### config.mk
export PLATFORM = sky130hd
export DESIGN_NAME = frame_lut_port
export DESIGN_NICKNAME = d
export VERILOG_FILES = /design/src/hdl/cfp_pkg.sv /design/src/hdl/wb_if.sv /design/src/hdl/frame_lut_port.sv /design/src/hdl/wb_fifo.sv
export SDC_FILE = /design/constraint.sdc
export NUM_CORES = 1
export LEC_CHECK = 0
export ABC_AREA = 1
export BUFFER_PORTS_ARGS = -buffer_cell sky130_fd_sc_hd__buf_2
export CORE_ASPECT_RATIO = 0.7
export CORE_MARGIN = 2
export CORE_UTILIZATION = 56
export CTS_BUF_LIST = sky130_fd_sc_hd__clkbuf_16
export DETAILED_ROUTE_END_ITERATION = 6
export PLACE_DENSITY_LB_ADDON = 0.05
export SYNTH_ARGS = -nofsm -noshare
export SYNTH_HDL_FRONTEND = slang
export SYNTH_SLANG_ARGS = --single-unit
### constraint.sdc
create_clock -name ref_clk -period 16.6 [get_ports ref_clk]
set_clock_uncertainty 0.05 [all_clocks]
set_input_delay 3.32 -clock ref_clk [delete_from_list [all_inputs] [get_ports ref_clk]]
set_output_delay 3.32 -clock ref_clk [all_outputs]
set_load 0.1 [all_outputs]
### src/hdl/cfp_pkg.sv
// constants and types shared by the frame lut update port
package cfp_pkg;
	// data widths
	localparam int SAMPLE_W = 16;
	localparam int MAG_W = 16;
	localparam int PHASE_W = 16;
	localparam int IDX_W = 8;
	localparam int ADDR_W = 3;
	localparam int DATA_W = 32;

	// frame timing in cycles
	localparam int FRAME_LEN = 256;
	localparam int WINDOW_VALID = 32;
	localparam int CORDIC_ITER = 16;
	localparam int CNT_W = 9;
	localparam int ITER_W = 5;

	// slave word offsets (word index)
	localparam logic [ADDR_W-1:0] OFS_IN_MAG = 3'h0;
	localparam logic [ADDR_W-1:0] OFS_IN_PHASE = 3'h1;
	localparam logic [ADDR_W-1:0] OFS_OUT_MAG = 3'h2;
	localparam logic [ADDR_W-1:0] OFS_OUT_PHASE = 3'h3;
	localparam logic [ADDR_W-1:0] OFS_LUT_INDEX = 3'h4;
	localparam logic [ADDR_W-1:0] OFS_WB_MAG = 3'h5;
	localparam logic [ADDR_W-1:0] OFS_WB_PHASE = 3'h6;
	localparam logic [ADDR_W-1:0] OFS_WB_ADDR = 3'h7;

	// read data values
	localparam logic [DATA_W-1:0] INVALID_FLAG = 32'hFFFFFFFF;
	localparam logic [DATA_W-1:0] READ_ZERO = 32'h00000000;

	// write-back entry: address, phase, magnitude
	localparam int WB_W = IDX_W + PHASE_W + MAG_W;
	localparam int FIFO_DEPTH = 8;

	// cordic gain 1.6468 in q2.14; not referenced, the processor model scales by gain_compensation_constant instead
	localparam logic [MAG_W-1:0] CORDIC_GAIN = 16'h6963;

	typedef enum logic [1:0] {CV_IDLE, CV_VEC_IN, CV_VEC_OUT, CV_ROT} cv_state_t;
endpackage

### src/hdl/wb_if.sv
// valid/ready carrier for write-back entries
`timescale 1ns/100ps
interface wb_if;
	logic valid;
	logic ready;
	logic [cfp_pkg::WB_W-1:0] data;
	modport src (output valid, output data, input ready);
	modport dst (input valid, input data, output ready);
endinterface

### src/hdl/frame_lut_port.sv
// frame-scheduled polar conversion port with lut write-back queue
`timescale 1ns/100ps
//
// Overview of operation
// - at frame start, capture pa in/out samples, convert both to polar
// - polar values and lut index are readable words on the slave port
// - written polar entry converted to cartesian, stored into main lut
// - sequence repeats forever; frames run a fixed length unless a frame start cuts one short
// - external frame start input realigns the internal frame counter
// - reads inside the start window are valid once the first results have landed; later reads are invalid
// - invalid pa-in magnitude read returns all ones
// - lut index is taken from the lut_index_in pin; there is no fir sum option
// - everything runs from the one common clock
module frame_lut_port (
	// clock, reset, enable
	input wire logic ref_clk,
	input wire logic sys_rst,
	input wire logic clk_en,
	// frame marker pin
	input wire logic frame_start,
	// pa samples and index from the predistorter
	input wire logic signed [cfp_pkg::SAMPLE_W-1:0] pa_in_i,
	input wire logic signed [cfp_pkg::SAMPLE_W-1:0] pa_in_q,
	input wire logic signed [cfp_pkg::SAMPLE_W-1:0] pa_out_i,
	input wire logic signed [cfp_pkg::SAMPLE_W-1:0] pa_out_q,
	input wire logic [cfp_pkg::IDX_W-1:0] lut_index_in,
	// processor slave port
	input wire logic [cfp_pkg::ADDR_W-1:0] bus_addr,
	input wire logic bus_rd,
	input wire logic bus_wr,
	input wire logic [cfp_pkg::DATA_W-1:0] bus_wdata,
	output logic [cfp_pkg::DATA_W-1:0] bus_rdata,
	output logic bus_rvalid,
	output logic bus_wr_stall,
	// main lut write port
	output logic lut_we,
	output logic [cfp_pkg::IDX_W-1:0] lut_addr,
	output logic [cfp_pkg::SAMPLE_W-1:0] lut_i,
	output logic [cfp_pkg::SAMPLE_W-1:0] lut_q,
	// frame status
	output logic window_valid
);
	localparam int SW = cfp_pkg::SAMPLE_W;
	localparam int XW = cfp_pkg::SAMPLE_W + 2;

	// ------------------------------------------------------------
	// frame start synchroniser and counter
	// ------------------------------------------------------------
	logic fs_meta_r;
	logic fs_sync_r;
	logic fs_prev_r;
	logic [cfp_pkg::CNT_W-1:0] cnt_r;
	logic win_r;
	wire fs_edge = fs_sync_r && !fs_prev_r;
	wire cnt_wrap = (cnt_r == cfp_pkg::CNT_W'(cfp_pkg::FRAME_LEN - 1));
	wire frame_go = fs_edge || cnt_wrap;

	always_ff @(posedge ref_clk or posedge sys_rst) begin
		if (sys_rst) begin
			fs_meta_r <= 1'b0;
			fs_sync_r <= 1'b0;
			fs_prev_r <= 1'b0;
		end else if (clk_en) begin
			fs_meta_r <= frame_start;
			fs_sync_r <= fs_meta_r;
			fs_prev_r <= fs_sync_r;
		end
	end

	// free-running fixed length frame, re-aligned by the marker
	always_ff @(posedge ref_clk or posedge sys_rst) begin
		if (sys_rst) begin
			cnt_r <= '0;
		end else if (clk_en) begin
			cnt_r <= frame_go ? '0 : cnt_r + 1'b1;
		end
	end

	// ------------------------------------------------------------
	// shared cordic engine, one pass at a time
	// ------------------------------------------------------------
	cfp_pkg::cv_state_t st_r;
	logic signed [XW-1:0] x_r;
	logic signed [XW-1:0] y_r;
	logic signed [cfp_pkg::PHASE_W-1:0] z_r;
	logic [cfp_pkg::ITER_W-1:0] it_r;
	logic signed [SW-1:0] oi_r;
	logic signed [SW-1:0] oq_r;
	logic [cfp_pkg::IDX_W-1:0] idx_cap_r;
	logic [cfp_pkg::IDX_W-1:0] wb_addr_r;
	logic [cfp_pkg::MAG_W-1:0] in_mag_r;
	logic [cfp_pkg::PHASE_W-1:0] in_ph_r;
	logic [cfp_pkg::MAG_W-1:0] out_mag_r;
	logic [cfp_pkg::PHASE_W-1:0] out_ph_r;
	logic [cfp_pkg::IDX_W-1:0] idx_r;
	logic res_ok_r;
	logic cap_pend_r;
	logic [cfp_pkg::MAG_W-1:0] pin_mag_r;
	logic [cfp_pkg::PHASE_W-1:0] pin_ph_r;

	// arctan(2^-i) in phase units, pi = 2^15
	function automatic logic [cfp_pkg::PHASE_W-1:0] atan_lut(
		input logic [cfp_pkg::ITER_W-1:0] i);
		case (i)
			5'h00: atan_lut = 16'h2000;
			5'h01: atan_lut = 16'h12E4;
			5'h02: atan_lut = 16'h09FB;
			5'h03: atan_lut = 16'h0511;
			5'h04: atan_lut = 16'h028B;
			5'h05: atan_lut = 16'h0146;
			5'h06: atan_lut = 16'h00A3;
			5'h07: atan_lut = 16'h0051;
			5'h08: atan_lut = 16'h0029;
			5'h09: atan_lut = 16'h0014;
			5'h0A: atan_lut = 16'h000A;
			5'h0B: atan_lut = 16'h0005;
			5'h0C: atan_lut = 16'h0003;
			5'h0D: atan_lut = 16'h0001;
			default: atan_lut = 16'h0000;
		endcase
	endfunction

	wire vec_mode = (st_r == cfp_pkg::CV_VEC_IN) ||
		(st_r == cfp_pkg::CV_VEC_OUT);
	// vectoring drives y to zero, rotation drives z to zero
	wire dir_neg = vec_mode ? (y_r >= 0) : z_r[cfp_pkg::PHASE_W-1];
	wire signed [XW-1:0] xs = x_r >>> it_r;
	wire signed [XW-1:0] ys = y_r >>> it_r;
	wire signed [XW-1:0] x_nx = dir_neg ? x_r + ys : x_r - ys;
	wire signed [XW-1:0] y_nx = dir_neg ? y_r - xs : y_r + xs;
	wire [cfp_pkg::PHASE_W-1:0] at = atan_lut(it_r);
	wire signed [cfp_pkg::PHASE_W-1:0] z_nx = dir_neg ?
		z_r + $signed(at) : z_r - $signed(at);
	wire last_it = (it_r == cfp_pkg::ITER_W'(cfp_pkg::CORDIC_ITER - 1));
	// fold left half-plane to the right by pi so vectoring converges
	wire in_neg = oi_r < 0;
	wire signed [XW-1:0] pre_x = in_neg ? -XW'(oi_r) : XW'(oi_r);
	wire signed [XW-1:0] pre_y = in_neg ? -XW'(oq_r) : XW'(oq_r);
	wire signed [cfp_pkg::PHASE_W-1:0] pre_z = in_neg ? 16'sh8000 : 16'sh0000;

	wb_if fill_if ();
	wb_if drain_if ();
	wire [cfp_pkg::MAG_W-1:0] wb_mag = drain_if.data[cfp_pkg::MAG_W-1:0];
	wire [cfp_pkg::PHASE_W-1:0] wb_ph =
		drain_if.data[cfp_pkg::MAG_W +: cfp_pkg::PHASE_W];
	wire [cfp_pkg::IDX_W-1:0] wb_idx =
		drain_if.data[cfp_pkg::MAG_W + cfp_pkg::PHASE_W +: cfp_pkg::IDX_W];
	// frame capture has priority; write-backs wait in the fifo
	wire start_rot = (st_r == cfp_pkg::CV_IDLE) && !frame_go &&
		!cap_pend_r && drain_if.valid;
	assign drain_if.ready = clk_en && start_rot;
	wire xs_sat = x_nx[XW-1] ? 1'b0 : |x_nx[XW-2:SW-1];
	wire signed [SW-1:0] sat_x = x_nx[XW-1] ? SW'(0) : x_nx[SW-1:0];

	always_ff @(posedge ref_clk or posedge sys_rst) begin
		if (sys_rst) begin
			st_r <= cfp_pkg::CV_IDLE;
			x_r <= '0;
			y_r <= '0;
			z_r <= '0;
			it_r <= '0;
			oi_r <= '0;
			oq_r <= '0;
			idx_cap_r <= '0;
			wb_addr_r <= '0;
			in_mag_r <= '0;
			in_ph_r <= '0;
			cap_pend_r <= 1'b0;
		end else if (clk_en) begin
			case (st_r)
				cfp_pkg::CV_IDLE: begin
					it_r <= '0;
					if (frame_go || cap_pend_r) begin
						cap_pend_r <= 1'b0;
						// inputs from same-clock logic, no sync needed
						st_r <= cfp_pkg::CV_VEC_IN;
						x_r <= pa_in_i < 0 ? -XW'(pa_in_i) : XW'(pa_in_i);
						y_r <= pa_in_i < 0 ? -XW'(pa_in_q) : XW'(pa_in_q);
						z_r <= pa_in_i < 0 ? 16'sh8000 : 16'sh0000;
						oi_r <= pa_out_i;
						oq_r <= pa_out_q;
						// index taken from the pin, fir index left out
						idx_cap_r <= lut_index_in;
					end else if (start_rot) begin
						st_r <= cfp_pkg::CV_ROT;
						x_r <= XW'(wb_mag);
						y_r <= '0;
						z_r <= $signed(wb_ph);
						wb_addr_r <= wb_idx;
					end
				end
				cfp_pkg::CV_VEC_IN,
				cfp_pkg::CV_VEC_OUT,
				cfp_pkg::CV_ROT: begin
					x_r <= x_nx;
					y_r <= y_nx;
					z_r <= z_nx;
					it_r <= it_r + 1'b1;
					if (last_it && st_r == cfp_pkg::CV_VEC_IN) begin
						in_mag_r <= xs_sat ? 16'h7FFF : sat_x;
						in_ph_r <= z_nx;
						st_r <= cfp_pkg::CV_VEC_OUT;
						it_r <= '0;
						x_r <= pre_x;
						y_r <= pre_y;
						z_r <= pre_z;
					end else if (last_it) begin
						st_r <= cfp_pkg::CV_IDLE;
					end
				end
				default: st_r <= cfp_pkg::CV_IDLE;
			endcase
			// a frame start seen mid-pass is kept, never lost
			if (frame_go && st_r != cfp_pkg::CV_IDLE) begin
				cap_pend_r <= 1'b1;
			end
		end
	end

	// ------------------------------------------------------------
	// presented results and lut write
	// ------------------------------------------------------------
	wire vec_out_done = (st_r == cfp_pkg::CV_VEC_OUT) && last_it;
	wire rot_done = (st_r == cfp_pkg::CV_ROT) && last_it;
	// registered window covers counter values 0 .. WINDOW_VALID-1
	wire win_now = ((cnt_r < cfp_pkg::CNT_W'(cfp_pkg::WINDOW_VALID - 1)) ||
		frame_go) && res_ok_r;

	// results latch once per frame, so the window sees one sample set
	always_ff @(posedge ref_clk or posedge sys_rst) begin
		if (sys_rst) begin
			out_mag_r <= '0;
			out_ph_r <= '0;
			idx_r <= '0;
			res_ok_r <= 1'b0;
			pin_mag_r <= '0;
			pin_ph_r <= '0;
			lut_we <= 1'b0;
			lut_addr <= '0;
			lut_i <= '0;
			lut_q <= '0;
			win_r <= 1'b0;
		end else if (clk_en) begin
			win_r <= win_now;
			lut_we <= rot_done;
			if (vec_out_done) begin
				out_mag_r <= xs_sat ? 16'h7FFF : sat_x;
				out_ph_r <= z_nx;
				idx_r <= idx_cap_r;
				pin_mag_r <= in_mag_r;
				pin_ph_r <= in_ph_r;
				res_ok_r <= 1'b1;
			end else if (frame_go) begin
				// conversion takes 2*iter cycles; results land next frame
				res_ok_r <= res_ok_r;
			end
			if (rot_done) begin
				lut_addr <= wb_addr_r;
				lut_i <= x_nx[SW-1:0];
				lut_q <= y_nx[SW-1:0];
			end
		end
	end

	// ------------------------------------------------------------
	// slave port
	// ------------------------------------------------------------
	wire sel_in_mag = bus_addr == cfp_pkg::OFS_IN_MAG;
	wire sel_in_ph = bus_addr == cfp_pkg::OFS_IN_PHASE;
	wire sel_out_mag = bus_addr == cfp_pkg::OFS_OUT_MAG;
	wire sel_out_ph = bus_addr == cfp_pkg::OFS_OUT_PHASE;
	wire sel_idx = bus_addr == cfp_pkg::OFS_LUT_INDEX;
	wire [cfp_pkg::DATA_W-1:0] rd_mux =
		sel_in_mag ? cfp_pkg::DATA_W'(pin_mag_r) :
		sel_in_ph ? cfp_pkg::DATA_W'(pin_ph_r) :
		sel_out_mag ? cfp_pkg::DATA_W'(out_mag_r) :
		sel_out_ph ? cfp_pkg::DATA_W'(out_ph_r) :
		sel_idx ? cfp_pkg::DATA_W'(idx_r) :
		cfp_pkg::READ_ZERO;
	wire [cfp_pkg::DATA_W-1:0] rd_val = win_r ? rd_mux :
		cfp_pkg::INVALID_FLAG;

	always_ff @(posedge ref_clk or posedge sys_rst) begin
		if (sys_rst) begin
			bus_rdata <= '0;
			bus_rvalid <= 1'b0;
		end else if (clk_en) begin
			bus_rvalid <= bus_rd;
			if (bus_rd) begin
				bus_rdata <= rd_val;
			end
		end
	end

	// write-back staging: magnitude and phase held, address commits
	logic [cfp_pkg::MAG_W-1:0] stg_mag_r;
	logic [cfp_pkg::PHASE_W-1:0] stg_ph_r;
	logic wb_push_r;
	logic [cfp_pkg::WB_W-1:0] wb_data_r;
	logic stall_r;
	wire wr_mag = bus_wr && bus_addr == cfp_pkg::OFS_WB_MAG;
	wire wr_ph = bus_wr && bus_addr == cfp_pkg::OFS_WB_PHASE;
	wire wr_addr = bus_wr && bus_addr == cfp_pkg::OFS_WB_ADDR;
	wire push_held = wb_push_r && !fill_if.ready;

	assign fill_if.valid = wb_push_r;
	assign fill_if.data = wb_data_r;
	assign bus_wr_stall = stall_r;

	always_ff @(posedge ref_clk or posedge sys_rst) begin
		if (sys_rst) begin
			stg_mag_r <= '0;
			stg_ph_r <= '0;
			wb_push_r <= 1'b0;
			wb_data_r <= '0;
			stall_r <= 1'b0;
		end else if (clk_en) begin
			stall_r <= !fill_if.ready || push_held;
			if (wr_mag) begin
				stg_mag_r <= bus_wdata[cfp_pkg::MAG_W-1:0];
			end
			if (wr_ph) begin
				stg_ph_r <= bus_wdata[cfp_pkg::PHASE_W-1:0];
			end
			if (wr_addr && !push_held) begin
				wb_push_r <= 1'b1;
				wb_data_r <= {bus_wdata[cfp_pkg::IDX_W-1:0], stg_ph_r,
					stg_mag_r};
			end else if (!push_held) begin
				wb_push_r <= 1'b0;
			end
		end
	end

	wb_fifo #(
		.WIDTH(cfp_pkg::WB_W),
		.DEPTH(cfp_pkg::FIFO_DEPTH)
	) u_fifo (
		.ref_clk(ref_clk),
		.sys_rst(sys_rst),
		.clk_en(clk_en),
		.wr(fill_if.dst),
		.rd(drain_if.src)
	);

	assign window_valid = win_r;
	// single clock domain throughout
endmodule

### src/hdl/wb_fifo.sv
// synchronous fifo for write-back entries, registered read data
`timescale 1ns/100ps
module wb_fifo #(
	parameter int WIDTH = 40,
	parameter int DEPTH = 8
) (
	// clock and reset
	input wire logic ref_clk,
	input wire logic sys_rst,
	input wire logic clk_en,
	// fill side
	wb_if.dst wr,
	// drain side
	wb_if.src rd
);
	localparam int PW = $clog2(DEPTH);

	logic [WIDTH-1:0] mem [DEPTH];
	logic [PW:0] wp_r;
	logic [PW:0] rp_r;
	logic [WIDTH-1:0] out_r;
	logic out_vld_r;
	wire full = (wp_r[PW] != rp_r[PW]) && (wp_r[PW-1:0] == rp_r[PW-1:0]);
	wire empty = (wp_r == rp_r);
	wire push = wr.valid && !full;
	// output register refills when it empties or is taken
	wire load = !empty && (!out_vld_r || rd.ready);

	assign wr.ready = !full;
	assign rd.valid = out_vld_r;
	assign rd.data = out_r;

	always_ff @(posedge ref_clk) begin
		if (clk_en && push) begin
			mem[wp_r[PW-1:0]] <= wr.data;
		end
	end

	always_ff @(posedge ref_clk or posedge sys_rst) begin
		if (sys_rst) begin
			wp_r <= '0;
			rp_r <= '0;
			out_r <= '0;
			out_vld_r <= 1'b0;
		end else if (clk_en) begin
			if (push) begin
				wp_r <= wp_r + 1'b1;
			end
			if (load) begin
				out_r <= mem[rp_r[PW-1:0]];
				rp_r <= rp_r + 1'b1;
				out_vld_r <= 1'b1;
			end else if (rd.ready) begin
				out_vld_r <= 1'b0;
			end
		end
	end
endmodule

==> impl_summary.txt, run 1 <==
----------------------------------------------------
[Finish]
  Sequential cell area ... 0.0198 sq mm
  Commonest cells after routing, fill and taps aside ... sky130_fd_sc_hd__nand2_1, sky130_fd_sc_hd__nor2_1, sky130_fd_sc_hd__o21ai_0, sky130_fd_sc_hd__dfrtp_1, sky130_fd_sc_hd__edfxtp_1
  Share of final-layout standard cells stronger than drive strength 1 ... 11.2%
  NumNets Final ... 4194
  Post-route cell area ... 0.0394 sq mm
  Filler cell count in the final layout ... 5473
  Final design utilization ... 62.5%
  Area of the multi-input gates ... 0.0137 sq mm
  Final standard cell count with taps included and fillers excluded ... 4897
  Layout overhead on the synthesized area ... 10.7%
  Commonest non-fill, non-tap cell in the layout ... sky130_fd_sc_hd__nand2_1

[Detailed routing]
  Total wire length after detailed routing ... 103000 um
  Vias per inst ... 5.82
  Via count ... 28500
  Detailed-routing iteration count for the pre-antenna-repair pass ... 7
  Routed WL per cell ... 21.1 um
  Remaining routing DRC violations ... 0
  Post-route antenna net violation count ... 0
  Initial DRC count ... 3368

[Clock network]
  Setup repair bufs after CTS ... 0
  Hold buffer count at cts ... 0
  Clock tree from TritonCTS ... done
  Number of H-tree levels ... 3
  Skew-Pair Late Insertion Delay ... 640 ps
  Number of buffers inserted during clock tree synthesis ... 72
  Clock edge transition at the registers on the reported setup and hold paths ... 70 ps
  Number of sinks on the clock net ... 728
  Clk buf depth ... 3
  Post-cts sizing count ... 0
  Clock Tree Root ... sky130_fd_sc_hd__clkbuf_16

[Setup path]
  Crit path max fanout ... 49
  Worst EP required ... 17070 ps
  Data arrival time of the critical path ... 6420 ps
  Critical Path Source Type ... flop
  Highest cell delay on the worst timing path ... 620 ps
  Worst-path cell with the longest stage delay ... sky130_fd_sc_hd__xor2_2
  Critical Path End Type ... flop
  Cell type with the highest occurrence count on the critical path ... sky130_fd_sc_hd__nand2_1
  Category of the most critical setup path ... reg -> reg

[Yosys]
  Total of flip-flops plus latches after synthesis ... 728
  Post-Synthesis Net Count ... 4111
  Most area-hungry cell type in the Yosys netlist ... sky130_fd_sc_hd__dfrtp_1
  Post-synthesis share of cell area spent on full adders, half adders and majority gates ... 2.66%
  Area fraction in and, or, nand and nor cells after synthesis ... 19.0%
  Sequential cell area fraction in the yosys report ... 55.7%
  Mapped Avg Cell Area ... 9.07 sq um
  Post-synthesis cell type count ... 64
  Total standard cell area after synthesis ... 0.0356 sq mm
  Multiplexer area fraction after synthesis ... 0.724%
  Yosys synthesis warning count ... 0
  Main synth FF type ... sky130_fd_sc_hd__dfrtp_1
  Share of flip-flops with an asynchronous set or reset after synthesis ... 56.0%
  Share of the synthesized area in the top cell type ... 28.7%
  Count of flip-flops with a built-in enable after synthesis ... 320
  Area fraction in compound gates after synthesis ... 13.4%
  Synthesized netlist cell count ... 3924
  Combinational family with the most area after synthesis ... simple AND/OR/NAND/NOR gates
  Synth area leaders ... sky130_fd_sc_hd__dfrtp_1, sky130_fd_sc_hd__edfxtp_1, sky130_fd_sc_hd__nand2_1, sky130_fd_sc_hd__o21ai_0, sky130_fd_sc_hd__nor2_1
  Area share of xor/xnor cells in the synthesized design ... 2.55%

[Global route]
  Final global-route overflow total ... 0
  Via count of the first global-routing pass ... 26600
  Total global routing track utilization ... 31.8%
  Initial antenna violation count ... 4
  Largest net degree at the start of global routing ... 105
  Global-route wire length before repair ... 161000 um

[STA]
  Highest achievable clock rate ... 0.168 GHz
  Final cycle utilization of the critical path ... 35.8%
  Count of endpoints failing hold in the final timing report ... 0
  Pin slew with the least headroom to its limit ... 1160 ps
  Tmin final ... 5950 ps
  Final setup TNS ... 0 ps
  RSZ-0062 raised after global routing ... false
  Relative slew slack ... 21.9%
  Final number of max-transition violations ... 0
  Final setup fails ... 0

[Placement]
  Standard cell area after detailed placement ... 0.0370 sq mm
  Final weighted congestion in routability-driven placement ... 0.974
  Number of placed instances with taps included ... 4762
  Port Buf Inserts ... 172
  Detail Placement HPWL ... 67300 um

[Floorplanning]
  Area of the die ... 0.0656 sq mm
  Die Ht ... 215 um
  Placement row count ... 77
  Starting density of the core ... 56.5%
  Core Area ... 0.0630 sq mm
  Die Wd ... 305 um
  Number of top-level pins ... 189

[Status]
  Outcome ... finished, final reports clean

[Run]
  Total of max-cap violations ... 0

[Hold path]
  Min-delay worst type ... reg -> reg

----------------------------------------------------
worst max-delay path, delay by kind of cell (launching register included):
kind                       cells  cell delay [ps]
buffers and inverters          4              870
adders and majority gates      2              520
DFF                            1              320
and+or+nand+nor               18             2400
AOI/OAI and AO/OA              4              800
xor gates and xnor gates       2              830
sequential cells by signal, indices dropped and copies added (netlist names), 17 cells and up:
signal,flops
u_fifo.rd.data,40
bus_rdata,17
fill_if.data,40
y_r,18
u_fifo.mem,320
x_r,18
worst paths after layout:
kind                                                start                             end  slack, ps  depth (start not counted)
worst max-delay path                  it_r[0]$_DFFE_PP0P_         in_mag_r[2]$_DFFE_PP0P_      10650                         30
worst min-delay path            out_mag_r[15]$_DFFE_PP0P_       out_mag_r[15]$_DFFE_PP0P_        420                          2
worst max register to register        it_r[0]$_DFFE_PP0P_         in_mag_r[2]$_DFFE_PP0P_      10650                         30
worst min register to register  out_mag_r[15]$_DFFE_PP0P_       out_mag_r[15]$_DFFE_PP0P_        420                          2
max in group asynchronous                         sys_rst       pin_mag_r[15]$_DFFE_PP0P_      11450                          4
min in group asynchronous                         sys_rst  u_fifo.rd.data[34]$_DFFE_PP0P_       2810                          2
cells by family (layout without fill, tap and decap cells):
group,Yosys count,after routing
simple gates,1629,1629
xor+xnor,102,102
compound gates,857,857
flops,728,728
fa+ha+maj,74,74
mux,23,23
other cells,0,2
buf+inv,511,653
layout make-up:
type                       instances  area share [%]
sequential                       728            50.3
multi-input combinational       2685            34.9
clock buffer                      75            4.76
timing repair buffer             222            3.14
inverter                         298            2.88
tap                              829            2.63
clock inverter                    58            1.39
antenna                            2          0.0127
metrics by stage:
stage,hold WS [ps],setup WS [ps]
CTS,420,10850
floorplan,387,1880
global placement,398,10320
global route,446,10220
finish,420,10650
detailed placement,403,10350
metal layers:
metal | GRT usage [%] | up-vias | part of all wire [%]
met5 | 0 | - | 0.012
met4 | 7.60 | 2 | 2.1
met3 | 5.86 | 133 | 9.2
met2 | 43.9 | 1189 | 41
met1 | 51.5 | 13700 | 48
li1 | - | 13500 | -
cells in the mapped netlist (all sizes together) (39+ instances only):
library cell	count
nand2	878
buf	73
inv	290
a31oi	55
xor2	77
nand3	193
edfxtp	320
ha	71
clkbuf	140
o21ai	459
o22ai	105
dfrtp	408
nand4	39
nor2	452
a21oi	161
nor3	44
Power of run 1 is not shown: default switching activity piles up to over one toggle a cycle in this logic, so the estimate is an artifact.
==> inputs of run 2 (changes only) <==
--- a/config.mk
+++ b/config.mk
@@ -5,7 +5,7 @@
 export SDC_FILE = /design/constraint.sdc
 export NUM_CORES = 1
 export LEC_CHECK = 0
-export ABC_AREA = 1
+export ABC_AREA = 0
 export BUFFER_PORTS_ARGS = -buffer_cell sky130_fd_sc_hd__buf_2
 export CORE_ASPECT_RATIO = 0.7
 export CORE_MARGIN = 2
==> constraint.sdc (replaced) <==
create_clock -name ref_clk -period 5.4 [get_ports ref_clk]
set_clock_uncertainty 0.05 [all_clocks]
set_input_delay 1.08 -clock ref_clk [delete_from_list [all_inputs] [get_ports ref_clk]]
set_output_delay 1.08 -clock ref_clk [all_outputs]
set_load 0.1 [all_outputs]
==> run 2 against run 1 <==
Final area increased by 4.6%. Clock-buffer cell count fell by 3. Sequential cell count unchanged. Die area unchanged. Sequential share of layout area down 2.2 points. Non-clock buffer count up 156. Via count fell by 12%. Utilization grew 2.9 points. Area after synthesis unchanged. Register-to-register slack got worse by 10000 ps. Final cell count decreased by 18%. Critical endpoint is now out_mag_r[8]$_DFFE_PP0P_. Largest cell class unchanged.
==> impl_summary.txt, run 2 <==
----------------------------------------------------
[Status]
  Outcome ... finished, final reports clean

[Run]
  Total of max-cap violations ... 0 (unchanged)

[Power]
  Leak ... 17.1 nW
  Net Sw Frac ... 40.7%
  Cell Int Power ... 0.0148 W
  Flop pwr share ... 29.9%
  PnR Total Power ... 0.0250 W
  Largest voltage drop on the vdd net ... 0.000471 V
  Sw Pwr ... 0.0101 W
  Combinational power share ... 49.5%
  Power density of the placed cells ... 606 mW/mm^2
  Part of the power in the clock network ... 20.6%

[STA]
  Pin slew with the least headroom to its limit ... 1190 ps (+23.8 ps)
  Final setup fails ... 0 (unchanged)
  Final number of max-transition violations ... 0 (unchanged)
  Relative slew slack ... 20.5% (-1.4 points)
  Highest achievable clock rate ... 0.192 GHz (+14%)
  Final cycle utilization of the critical path ... 96.6% (+61 points)
  Count of endpoints failing hold in the final timing report ... 0 (unchanged)
  Tmin final ... 5220 ps (-728 ps)
  Final hold slack ... 417 ps (-2.79 ps)

[Clock network]
  Hold buffer count at cts ... 0 (unchanged)
  Clk buf depth ... 3 (unchanged)
  Clock Tree Root ... sky130_fd_sc_hd__clkbuf_16
  Number of sinks on the clock net ... 728 (unchanged)
  Skew-Pair Late Insertion Delay ... 660 ps (+20 ps)
  Number of H-tree levels ... 3 (unchanged)
  Clock edge transition at the registers on the reported setup and hold paths ... 80 ps (about the same)
  Number of buffers inserted during clock tree synthesis ... 72 (unchanged)
  Clock tree from TritonCTS ... done

[Yosys]
  Total of flip-flops plus latches after synthesis ... 728 (unchanged)
  Sequential cell area fraction in the yosys report ... 55.7% (unchanged)
  Mapped Avg Cell Area ... 12.6 sq um (+38%)
  Synthesized netlist cell count ... 2835 (-28%)
  List of most frequent post-synthesis cells ... sky130_fd_sc_hd__dfrtp_1, sky130_fd_sc_hd__edfxtp_1, sky130_fd_sc_hd__nand2_1
  Post-Synthesis Net Count ... 3022 (-26%)
  Count of flip-flops with a built-in enable after synthesis ... 320 (unchanged)
  Total standard cell area after synthesis ... 0.0356 sq mm (unchanged)
  Post-synthesis cell type count ... 86 (+34%)
  Synth area leaders ... sky130_fd_sc_hd__dfrtp_1, sky130_fd_sc_hd__edfxtp_1, sky130_fd_sc_hd__mux2_2, sky130_fd_sc_hd__mux4_2, sky130_fd_sc_hd__nand2_1
  Main synth FF type ... sky130_fd_sc_hd__dfrtp_1
  Most common cell in the synthesized netlist ... sky130_fd_sc_hd__dfrtp_1
  Most area-hungry cell type in the Yosys netlist ... sky130_fd_sc_hd__dfrtp_1
  Yosys synthesis warning count ... 0 (unchanged)
  Share of flip-flops with an asynchronous set or reset after synthesis ... 56.0% (unchanged)
  Share of the synthesized area in the top cell type ... 28.7% (unchanged)

[Setup path]
  Data arrival time of the critical path ... 5720 ps (-700 ps)
  Ordered cell list for the critical path ... buf_12, buf_4, mux4_2, buf_4, nor2_1, a31o_2, and4_1, nand4b_1, buf_4, nor2_1, nor2_1, xor2_1, ha_1, o211ai_1, nor2_1, and3_1, o31ai_1, buf_4, and4_1, o21a_1, o31ai_4, buf_6, a21boi_1, o21ai_0
  Critical path buffers and inverters ... 6 (+2)
  Crit path max fanout ... 7 (-86%)
  Critical Path End Type ... flop
  Worst-case register-to-register setup slack ... 180 ps (-10470 ps)
  Worst-path cell with the longest stage delay ... sky130_fd_sc_hd__mux4_2
  Category of the most critical setup path ... reg -> reg
  Kind of cell adding the most delay to the critical path ... simple AND/OR/NAND/NOR gates
  Highest cell delay on the worst timing path ... 550 ps (-70 ps)
  Worst EP required ... 5900 ps (-11170 ps)
  Critical Path Source Type ... flop

[Finish]
  Area of the multi-input gates ... 0.0151 sq mm (+10%)
  Final standard cell count with taps included and fillers excluded ... 3999 (-18%)
  Commonest cells after routing, fill and taps aside ... sky130_fd_sc_hd__dfrtp_1, sky130_fd_sc_hd__edfxtp_1, sky130_fd_sc_hd__nand2_1, sky130_fd_sc_hd__mux2_2, sky130_fd_sc_hd__o21ai_0
  Share of final-layout standard cells stronger than drive strength 1 ... 27.9% (+17 points)
  Max FFs per register ... 320 (unchanged)
  Commonest non-fill, non-tap cell in the layout ... sky130_fd_sc_hd__dfrtp_1
  Final design utilization ... 65.4% (+2.9 points)
  Sequential cell area ... 0.0198 sq mm (about the same)
  Layout overhead on the synthesized area ... 15.7%
  NumNets Final ... 3293 (-21%)
  Filler cell count in the final layout ... 4793 (-12%)

[Detailed routing]
  Post-route antenna net violation count ... 0 (unchanged)
  Detailed-routing iteration count for the pre-antenna-repair pass ... 6 (-1)
  Post-Route M1 WL ... 47500 um (-4.5%)
  Remaining routing DRC violations ... 0 (unchanged)
  Routed WL per cell ... 25.4 um (+20%)
  Met2 WL ... 42800 um (+2.0%)
  Top layer reached by signal wires ... met5
  Total wire length after detailed routing ... 101000 um (-1.7%)
  Vias per inst ... 6.26 (+7.6%)
  Initial DRC count ... 2787 (-17%)
  Via count ... 25100 (-12%)
  Routed wire length on met3 ... 9230 um (-2.4%)

[Floorplanning]
  Die Ht ... 215 um (unchanged)
  Core Area ... 0.0630 sq mm (unchanged)
  Starting density of the core ... 56.5% (unchanged)
  Area of the die ... 0.0656 sq mm (unchanged)
  Die Wd ... 305 um (unchanged)
  Number of top-level pins ... 189 (unchanged)
  Placement row count ... 77 (unchanged)

[Placement]
  Detail Placement HPWL ... 71200 um (+5.8%)
  Number of placed instances with taps included ... 3840 (-19%)
  Port Buf Inserts ... 172 (unchanged)
  Final weighted congestion in routability-driven placement ... 0.935 (-3.9%)

[Global route]
  Via count of the first global-routing pass ... 24500 (-8.1%)
  Total global routing track utilization ... 31.1% (-0.75 points)
  Final global-route overflow total ... 0 (unchanged)
  Largest net degree at the start of global routing ... 122 (+16%)
  Global-route wire length before repair ... 153000 um (-4.5%)
  Initial antenna violation count ... 12 (+8)

[Hold path]
  Min-delay worst type ... reg -> reg

----------------------------------------------------
run 2: cell types whose count changed in the layout (fill, tap and decap cells not counted), moves of 82 or more:
cell                      change
sky130_fd_sc_hd__buf_4      +137
sky130_fd_sc_hd__inv_1      -227
sky130_fd_sc_hd__mux2_2     +192
sky130_fd_sc_hd__mux2i_1     +82
sky130_fd_sc_hd__mux4_2     +102
sky130_fd_sc_hd__nand2_1    -566
sky130_fd_sc_hd__nand3_1    -158
sky130_fd_sc_hd__nor2_1     -309
sky130_fd_sc_hd__o21ai_0    -210
run 2: final cells by class:
class                   instances  share of cell area (%)
flip-flops and latches        728                    48.1
clock buffers                  72                    4.37
diodes                          5                  0.0304
inverters                      55                   0.510
well taps                     829                    2.52
multi-input cells            1871                    36.7
repair buffers                378                    6.22
clock inverters                61                    1.46
run 2: worst paths after layout:
check                                                    start                             end  depth (start not counted)
worst max-delay path                       it_r[1]$_DFFE_PP0P_        out_mag_r[8]$_DFFE_PP0P_                         24
worst min-delay path            u_fifo.rd.data[34]$_DFFE_PP0P_        wb_addr_r[2]$_DFFE_PP0P_                          2
worst max register to register             it_r[1]$_DFFE_PP0P_        out_mag_r[8]$_DFFE_PP0P_                         24
worst min register to register  u_fifo.rd.data[34]$_DFFE_PP0P_        wb_addr_r[2]$_DFFE_PP0P_                          2
max in group asynchronous                              sys_rst        bus_rdata[1]$_DFFE_PP0P_                          4
min in group asynchronous                              sys_rst  u_fifo.rd.data[38]$_DFFE_PP0P_                          2
run 2: repair_timing:
action                     in CTS  in global routing
resized for setup              16                 85
setup buffers                   1                 16
pin swaps                       1                 22
cloned                          1                  3
setup endpoints to repair      35                 50
run 2: metrics by stage:
step                setup slack, ps  setup TNS [ps]  instance area (sq um)
floorplan                     -1230         -501140                  35600
global placement               -260           -6440                  38300
detailed placement             -354           -7940                  38300
CTS                           0.980               0                  40800
global route                  -33.7            -147                  41200
finish                          182               0                  41200
run 2: logic make-up (layout without fill, tap and decap cells):
logic type               after synthesis  after routing  synth area share, %
AO/OA/AOI/OAI                        623            623                 11.0
XOR/XNOR                             146            146                 3.63
adder cells (fa/ha/maj)               74             74                 2.66
buffers and inverters                236            566                 2.82
flip-flops                           728            728                 55.7
multiplexers                         408            408                 16.1
other                                  0              5                    0
AND/OR/NAND/NOR                      620            620                 8.08
run 2: layer usage:
metal	vias up	GRT usage [%]
met1	12800	48.8
met3	132	7.40
met5	-	0
li1	11100	-
met2	1017	43.9
met4	8	6.91
run 2: tightest hold or removal path: cells and delay by family, from the launching register on:
kind	cells	cell delay [ps]
flops	1	340
simple gates	2	100
run 2: power groups by stage:
| stage | clock network, W | registers [W] | logic, W |
|---|---|---|---|
| finish | 0.00514 | 0.00747 | 0.0123 |
| global route | 0.00546 | 0.00756 | 0.0133 |
| CTS | 0.00523 | 0.00745 | 0.0116 |
| detailed placement | 0 | 0.00755 | 0.0115 |
| global placement | 0 | 0.00750 | 0.0114 |
| floorplan | 0 | 0.00718 | 0.00727 |
(Power assumes the default switching activity.)
